## src/flr_pkg.sv

```systemverilog
// Package of constants and types for the fault log and measurement registers
// Operation
// - Set short-transistor flag when sense reading exceeds 1 mV while transistor is off.
// - Set enable-change flag whenever the insertion-detect pin changes level.
// - Set power-bad flag while the output feedback pin is low.
// - Set overcurrent flag when an overcurrent fault event occurs.
// - Set undervoltage flag when the low-supply comparator input falls low.
// - Set overvoltage flag when the high-supply comparator input rises high.
// - Current-sense result is an 8-bit code at offset 04h, 151 uV steps.
// - Output voltage result is an 8-bit code at offset 05h, 60.5 mV steps.
// - Auxiliary input result is an 8-bit code at offset 06h, 4.82 mV steps.
// - Alert output only for logged faults whose enable bit is one; enables reset zero. Here enables come straight from alert_enable_i, with no register.
// - Live overcurrent status is reported only during the cool-down cycle.
package flr_pkg;

    localparam logic [7:0] FLR_OFF_FAULT  = 8'h03;
    localparam logic [7:0] FLR_OFF_SENSE  = 8'h04;
    localparam logic [7:0] FLR_OFF_OUTV   = 8'h05;
    localparam logic [7:0] FLR_OFF_AUX    = 8'h06;

    localparam int FLR_BIT_SHORT = 5;
    localparam int FLR_BIT_ENCHG = 4;
    localparam int FLR_BIT_PBAD  = 3;
    localparam int FLR_BIT_OC    = 2;
    localparam int FLR_BIT_UV    = 1;
    localparam int FLR_BIT_OV    = 0;
    localparam int FLR_NUM_FLT   = 6;

    localparam logic [5:0] FLR_FAULT_MASK  = 6'h3f;
    localparam logic [7:0] FLR_FAULT_RST   = 8'h00;
    localparam logic [7:0] FLR_RESULT_RST  = 8'h00;
    localparam logic [5:0] FLR_ALERT_RST   = 6'h00;

    // Sense code above which the transistor counts as shorted: 1 mV over 151 uV steps
    localparam int         FLR_SHORT_UV     = 1000;
    localparam int         FLR_SENSE_LSB_NV = 151000;
    localparam logic [7:0] FLR_SHORT_CODE   = 8'((FLR_SHORT_UV * 1000) / FLR_SENSE_LSB_NV);

    // ADC channel selector
    localparam logic [1:0] FLR_CH_SENSE = 2'h0;
    localparam logic [1:0] FLR_CH_OUTV  = 2'h1;
    localparam logic [1:0] FLR_CH_AUX   = 2'h2;

    typedef struct packed {
        logic       valid;
        logic [1:0] chan;
        logic [7:0] code;
    } flr_adc_s;

    typedef struct packed {
        logic       wr;
        logic       rd;
        logic [7:0] addr;
        logic [7:0] wdata;
    } flr_bus_s;

endpackage

```

## src/flr_regs.sv

```systemverilog
// Fault log and ADC result register bank
`timescale 1ns/1ps
module flr_regs
(
    input  wire logic             clk_i,
    input  wire logic             rst_i,
    input  wire flr_pkg::flr_bus_s bus_i,
    output logic [7:0]            rdata_o,
    output logic                  rvalid_o,
    input  wire flr_pkg::flr_adc_s adc_i,
    input  wire logic             fet_cmd_on_i,
    input  wire logic             insert_detect_i,
    input  wire logic             output_feedback_pin_i,
    input  wire logic             overcurrent_event_i,
    input  wire logic             cool_down_i,
    input  wire logic             low_supply_comparator_input_i,
    input  wire logic             high_supply_comparator_input_i,
    input  wire logic [5:0]       alert_enable_i,
    output logic                  alert_o,
    output logic                  oc_status_o
);

    // ************************************************************
    // Event detection
    // ************************************************************
    logic       en_prev_q;
    logic       en_prev_d;
    logic       uv_prev_q;
    logic       uv_prev_d;
    logic       ov_prev_q;
    logic       ov_prev_d;
    logic       armed_q;
    logic       armed_d;
    logic [5:0] fault_q;
    logic [5:0] fault_d;
    logic [5:0] event_w;
    logic [7:0] sense_q;
    logic [7:0] outv_q;
    logic [7:0] aux_q;

    // Level conditions set their bit again on every cycle that they hold
    wire short_w = !fet_cmd_on_i && (sense_q > flr_pkg::FLR_SHORT_CODE);
    wire pbad_w  = !output_feedback_pin_i;
    wire oc_w    = overcurrent_event_i;

    // Edges are ignored until the first sample after reset sets the baseline,
    // otherwise the reset value of a previous-level flop would fake an edge
    wire enchg_w = armed_q && (insert_detect_i != en_prev_q);
    wire uv_w    = armed_q && uv_prev_q && !low_supply_comparator_input_i;
    wire ov_w    = armed_q && !ov_prev_q && high_supply_comparator_input_i;

    assign event_w[flr_pkg::FLR_BIT_SHORT] = short_w;
    assign event_w[flr_pkg::FLR_BIT_ENCHG] = enchg_w;
    assign event_w[flr_pkg::FLR_BIT_PBAD]  = pbad_w;
    assign event_w[flr_pkg::FLR_BIT_OC]    = oc_w;
    assign event_w[flr_pkg::FLR_BIT_UV]    = uv_w;
    assign event_w[flr_pkg::FLR_BIT_OV]    = ov_w;

    // ************************************************************
    // Previous pin levels
    // ************************************************************
    assign en_prev_d = insert_detect_i;
    assign uv_prev_d = low_supply_comparator_input_i;
    assign ov_prev_d = high_supply_comparator_input_i;
    assign armed_d   = 1'b1;

    always_ff @(posedge clk_i or posedge rst_i)
    begin
        if (rst_i)
        begin
            en_prev_q <= 1'b0;
        end
        else
        begin
            en_prev_q <= en_prev_d;
        end
    end

    always_ff @(posedge clk_i or posedge rst_i)
    begin
        if (rst_i)
        begin
            uv_prev_q <= 1'b0;
        end
        else
        begin
            uv_prev_q <= uv_prev_d;
        end
    end

    always_ff @(posedge clk_i or posedge rst_i)
    begin
        if (rst_i)
        begin
            ov_prev_q <= 1'b0;
        end
        else
        begin
            ov_prev_q <= ov_prev_d;
        end
    end

    always_ff @(posedge clk_i or posedge rst_i)
    begin
        if (rst_i)
        begin
            armed_q <= 1'b0;
        end
        else
        begin
            armed_q <= armed_d;
        end
    end

    // ************************************************************
    // Register decode
    // ************************************************************
    wire wr_fault_w = bus_i.wr && (bus_i.addr == flr_pkg::FLR_OFF_FAULT);
    wire wr_sense_w = bus_i.wr && (bus_i.addr == flr_pkg::FLR_OFF_SENSE);
    wire wr_outv_w  = bus_i.wr && (bus_i.addr == flr_pkg::FLR_OFF_OUTV);
    wire wr_aux_w   = bus_i.wr && (bus_i.addr == flr_pkg::FLR_OFF_AUX);
    wire adc_s_w    = adc_i.valid && (adc_i.chan == flr_pkg::FLR_CH_SENSE);
    wire adc_o_w    = adc_i.valid && (adc_i.chan == flr_pkg::FLR_CH_OUTV);
    wire adc_a_w    = adc_i.valid && (adc_i.chan == flr_pkg::FLR_CH_AUX);

    // Host write keeps only bits written one; any event in the same cycle still sets
    wire [5:0] keep_w = wr_fault_w ? (bus_i.wdata[5:0] & flr_pkg::FLR_FAULT_MASK)
                                   : flr_pkg::FLR_FAULT_MASK;

    genvar gi;
    generate
        for (gi = 0; gi < flr_pkg::FLR_NUM_FLT; gi++)
        begin : g_flt
            assign fault_d[gi] = event_w[gi] | (fault_q[gi] & keep_w[gi]);
        end
    endgenerate

    // ************************************************************
    // Fault log
    // ************************************************************
    // A fault bit is only ever cleared by a host write or by reset; nothing here clears it alone
    always_ff @(posedge clk_i or posedge rst_i)
    begin
        if (rst_i)
        begin
            fault_q <= flr_pkg::FLR_FAULT_RST[5:0];
        end
        else
        begin
            fault_q <= fault_d;
        end
    end

    // ************************************************************
    // Measurement results
    // ************************************************************
    // Conversion result takes priority over a host write in the same cycle,
    // so a host write can never pin a stale value over a fresh conversion
    wire [7:0] sense_d = adc_s_w    ? adc_i.code  :
                         wr_sense_w ? bus_i.wdata : sense_q;
    wire [7:0] outv_d  = adc_o_w    ? adc_i.code  :
                         wr_outv_w  ? bus_i.wdata : outv_q;
    wire [7:0] aux_d   = adc_a_w    ? adc_i.code  :
                         wr_aux_w   ? bus_i.wdata : aux_q;

    always_ff @(posedge clk_i or posedge rst_i)
    begin
        if (rst_i)
        begin
            sense_q <= flr_pkg::FLR_RESULT_RST;
        end
        else
        begin
            sense_q <= sense_d;
        end
    end

    always_ff @(posedge clk_i or posedge rst_i)
    begin
        if (rst_i)
        begin
            outv_q <= flr_pkg::FLR_RESULT_RST;
        end
        else
        begin
            outv_q <= outv_d;
        end
    end

    always_ff @(posedge clk_i or posedge rst_i)
    begin
        if (rst_i)
        begin
            aux_q <= flr_pkg::FLR_RESULT_RST;
        end
        else
        begin
            aux_q <= aux_d;
        end
    end

    // ************************************************************
    // Read decode
    // ************************************************************
    // Unmapped offsets read zero and the reserved fault bits are tied low
    wire       hit_fault_w = (bus_i.addr == flr_pkg::FLR_OFF_FAULT);
    wire       hit_sense_w = (bus_i.addr == flr_pkg::FLR_OFF_SENSE);
    wire       hit_outv_w  = (bus_i.addr == flr_pkg::FLR_OFF_OUTV);
    wire       hit_aux_w   = (bus_i.addr == flr_pkg::FLR_OFF_AUX);
    wire [7:0] fault_rd_w  = {2'h0, fault_q};
    wire [7:0] rmux_w      = ({8{hit_fault_w}} & fault_rd_w)
                           | ({8{hit_sense_w}} & sense_q)
                           | ({8{hit_outv_w}}  & outv_q)
                           | ({8{hit_aux_w}}   & aux_q);

    // ************************************************************
    // Output flops
    // ************************************************************
    // Read data holds the last value read, so the host may take it late
    wire [7:0] rdata_d     = bus_i.rd ? rmux_w : rdata_o;
    wire       rvalid_d    = bus_i.rd;
    wire [5:0] alert_hit_w = fault_q & alert_enable_i;
    wire       alert_d     = |alert_hit_w;
    // Live status only; the latched overcurrent bit is kept apart in the log
    wire       oc_status_d = cool_down_i && overcurrent_event_i;

    always_ff @(posedge clk_i or posedge rst_i)
    begin
        if (rst_i)
        begin
            rdata_o <= 8'h00;
        end
        else
        begin
            rdata_o <= rdata_d;
        end
    end

    always_ff @(posedge clk_i or posedge rst_i)
    begin
        if (rst_i)
        begin
            rvalid_o <= 1'b0;
        end
        else
        begin
            rvalid_o <= rvalid_d;
        end
    end

    always_ff @(posedge clk_i or posedge rst_i)
    begin
        if (rst_i)
        begin
            alert_o <= 1'b0;
        end
        else
        begin
            alert_o <= alert_d;
        end
    end

    always_ff @(posedge clk_i or posedge rst_i)
    begin
        if (rst_i)
        begin
            oc_status_o <= 1'b0;
        end
        else
        begin
            oc_status_o <= oc_status_d;
        end
    end

endmodule // flr_regs

```

## config.mk

```make
export PLATFORM = sky130hd
export DESIGN_NAME = flr_regs
export DESIGN_NICKNAME = d
export VERILOG_FILES = /design/src/flr_pkg.sv /design/src/flr_regs.sv
export SDC_FILE = /design/constraint.sdc
export NUM_CORES = 1
export LEC_CHECK = 0
export ABC_AREA = 0
export BUFFER_PORTS_ARGS = -buffer_cell sky130_fd_sc_hd__buf_2
export CORE_ASPECT_RATIO = 1.5
export CORE_MARGIN = 2
export CORE_UTILIZATION = 53
export DETAILED_ROUTE_END_ITERATION = 12
export GPL_TIMING_DRIVEN = 0
export PLACE_DENSITY_LB_ADDON = 0.15
export SLEW_MARGIN = 20
export SYNTH_ARGS = -nofsm -noshare
export SYNTH_HDL_FRONTEND = slang
export SYNTH_SLANG_ARGS = --single-unit
export TNS_END_PERCENT = 5
```

## constraint.sdc

```tcl
create_clock -name clk_i -period 1.6 [get_ports clk_i]
set_clock_uncertainty 0.05 [all_clocks]
set_input_delay 0.24 -clock clk_i [delete_from_list [all_inputs] [get_ports clk_i]]
set_output_delay 0.24 -clock clk_i [all_outputs]
set_load 0.005 [all_outputs]
```

==> run_results.csv <==
group,metric,value,unit
status,outcome,"finished, violations left",
status,failed_checks,"setup timing",
timing,hold_viol_final,0,
clock_network,clk_pin_slew,80,ps
power,p_sw,669,µW
setup_path,startpoint,"bus_i[14]",
power,leakagePower,1.31,nW
route,routedWlPerCell,17.0,µm
layout,num-nets-final,302,
timing,layout_setup_ws,-46.6,ps
layout,diodes,0,
floorplanning,num_io_pins,55,
setup_path,reg2reg_slack,170,ps
global_routing,grt_pass1_vias,1725,
synthesis,synthCells,193,
timing,max_slew_margin,0.611,
synthesis,synthMuxAreaShare,0.243,
layout,syn2layout_area_growth,23.1,%
synthesis,synth.distinct_cells,38,
route,ant_nets,0,
route,drt_iter0_markers,64,
power,peakVddDrop,0.000686,V
power,comb_power_share,0.177,
floorplanning,core,4170,µm²
timing,min_period_over_period,1.03,
floorplanning,rows,29,
global_routing,grt_max_degree,27,
placed_design,io_buffers,53,
route,wl,5190,µm
clock_network,cts_buffers,5,
timing,finalMaxSlewViolations,0,
synthesis,yosys.area.top_type,"dfrtp_1",
setup_path,cp_max_fo,8,
synthesis,avgSynthCellArea,11.8,µm²
synthesis,syn_nets,237,
layout,final_common_cell,"buf_2",
power,intPower,1.92,mW
clock_network,cts_tree,"done",
setup_path,worstSetupEndpoint,"outv_q[2]$_DFFE_PP0P_",
min_path,min_path_type,"in2reg",
timing,worst_pin_slew,578,ps
synthesis,synth_compound_area_frac,0.116,
setup_path,end_kind,"register",
setup_path,timing.rr.start,"sense_q[6]$_DFFE_PP0P_",
synthesis,synth-simple-area-share,0.119,
setup_path,rr_worst_depth,3,
power,seqPwrFrac,0.526,
placed_design,dp_slack,-453,ps
route,drt-pass1-iter-count,4,
setup_path,cp_data_required_time,1740,ps
synthesis,synth_top_family_by_area,"multiplexers",
timing,min_period,1650,ps
synthesis,synth_warnings,0,
placed_design,hpwl,3910,µm
clock_network,cts_root_buf,"clkbuf_8",
floorplanning,die_area,4850,µm²
clock_network,htree_levels,2,
timing,setup_tns,-297,ps
synthesis,synth-seq-area-share,0.495,
route,drc,0,
clock_network,insertion_delay,300,ps
placed_design,place.gp.congestion,0.780,
route,vias,1761,
floorplanning,die_w,57.5,µm
timing,rsz0062_at_grt,"true",
power,p_per_area,925,nW/µm²
setup_path,r2r-end,"fault_q[5]$_DFF_PP0_",
power,swShare,0.258,
power,clkPwrFrac,0.297,
floorplanning,initial_core_util,0.545,
synthesis,ys_ff_latch,45,
route,via_per_inst,5.77,
placed_design,place_inst,293,
synthesis,netlist_top_cells_area,"dfrtp_1 (49%), mux2_2 (8.9%), mux2i_1 (6.2%)",
timing,fmax,607,MHz
floorplanning,die_height,84.3,µm
layout,post-route-util,0.672,
clock_network,cts_buffer_depth,2,
global_routing,antenna_found_initial,0,
setup_path,crit_type,"in2reg",
layout,stdcell_count,305,
job,cap_violations,0,
global_routing,grtUsageTotal,0.231,
timing,setup_viol,8,
layout,drive_gt1_frac,0.394,
global_routing,grt-ovfl-total,0,
synthesis,netlist_area,2280,µm²
timing,whs,4.61,ps
synthesis,yosysTopAreaCellShare,0.495,
setup_path,start_kind,"input port",
layout,final_cell_mix,"buf_2 (53), dfrtp_1 (45), mux2_2 (18)",
setup_path,arrival,1780,ps
synthesis,synth_xor_area_frac,0.00385,
clock_network,cts_sinks,45,
synthesis,synth_fa_ha_area_frac,0,
global_routing,grt_pass1_wl,8470,µm
## worst min-delay path by stage
stage | cells past startpoint | slack [ps] | from | endpoint
floorplan | 0 | 220 | insert_detect_i | en_prev_q$_DFF_PP0_
global placement | 1 | 310 | high_supply_comparator_input_i | ov_prev_q$_DFF_PP0_
detailed placement | 2 | 220 | rst_i | en_prev_q$_DFF_PP0_
CTS | 1 | 0.002 | high_supply_comparator_input_i | ov_prev_q$_DFF_PP0_
global route | 1 | 3 | high_supply_comparator_input_i | ov_prev_q$_DFF_PP0_
finish | 1 | 5 | high_supply_comparator_input_i | ov_prev_q$_DFF_PP0_
## through the flow
step	power, mW	instance area, µm²
after floorplan	1.65	2280
after global placement	1.81	2600
after detailed placement	1.83	2620
after CTS	2.61	2780
after global routing	2.71	2800
final	2.59	2800
## final cells by class
cell class | count | area (µm²)
tap | 46 | 57.6
timing repair buffer | 58 | 337
sequential | 45 | 1130
clock buffer | 7 | 96.3
inverter | 4 | 15.0
fill | 337 | 1370
multi-input combinational | 138 | 1130
buffer | 6 | 36.3
clock inverter | 1 | 5.00
## critical path: stages
cell and delay (ps):
buf_8 100, or4b_4 550, nor4b_4 260, a21bo_1 160, buf_6 160, mux2_4 310
## cells by family after synthesis
logic type	Yosys count
AO/OA/AOI/OAI	42
XOR/XNOR	1
buffers and inverters	10
flip-flops	45
multiplexers	48
other	1
AND/OR/NAND/NOR	46
## what timing repair did
action | 4_1_cts | 5_1_grt
pin swaps | 3 | 1
setup buffers | 2 | 0
hold endpoints to repair | 20 | 0
resized for setup | 4 | 6
endpoints found under the setup margin | 16 | 24
hold buffers | 2 | 0
## state kept, by name (all words and copies together) (netlist names)
signal       count
oc_status_o      1
alert_o          1
rvalid_o         1
uv_prev_q        1
aux_q            8
sense_q          8
fault_q          6
rdata_o          8
ov_prev_q        1
outv_q           8
armed_q          1
en_prev_q        1
## synth_stat cells
library cell  count
a31o_1            1
a21bo_1           1
xor2_1            1
nand2_1           9
nand2b_1          2
mux2_2           18
o2bb2ai_1         4
mux2_4            8
nor2b_1           1
mux2_1            8
nor4b_2           1
conb_1            1
and3_1            1
nor3_1            1
o22ai_1           2
and3b_1           1
mux2i_1          14
clkbuf_1          2
dfrtp_1          45
nor3_2            1
nor2_1           17
nor3b_2           1
buf_2             3
a311oi_1          1
nand3b_1          2
buf_6             1
nand4_1           1
and2_1            1
a21oi_1          13
or4_1             1
and4b_1           1
a31oi_1           3
o21ai_0           9
a22oi_1           8
nand3_1           3
or4b_4            1
nor4b_4           1
inv_1             4
## power by group through the flow
| stage | combinational [mW] | clock (mW) | sequential, mW |
|---|---|---|---|
| floorplan | 0.295 | 0 | 1.36 |
| global placement | 0.429 | 0 | 1.38 |
| detailed placement | 0.445 | 0 | 1.39 |
| CTS | 0.458 | 0.792 | 1.36 |
| global route | 0.508 | 0.824 | 1.38 |
| finish | 0.459 | 0.769 | 1.36 |
## per-layer routing
layer / track usage / part of all wire / vias to the layer above
li1: - / - / 843
met1: 0.290 / 0.42 / 846
met2: 0.375 / 0.49 / 62
met3: 0.0539 / 0.060 / 10
met4: 0.101 / 0.027 / 0
met5: 0 / 0 / -
No activity file was read; power rests on OpenSTA's default activity.
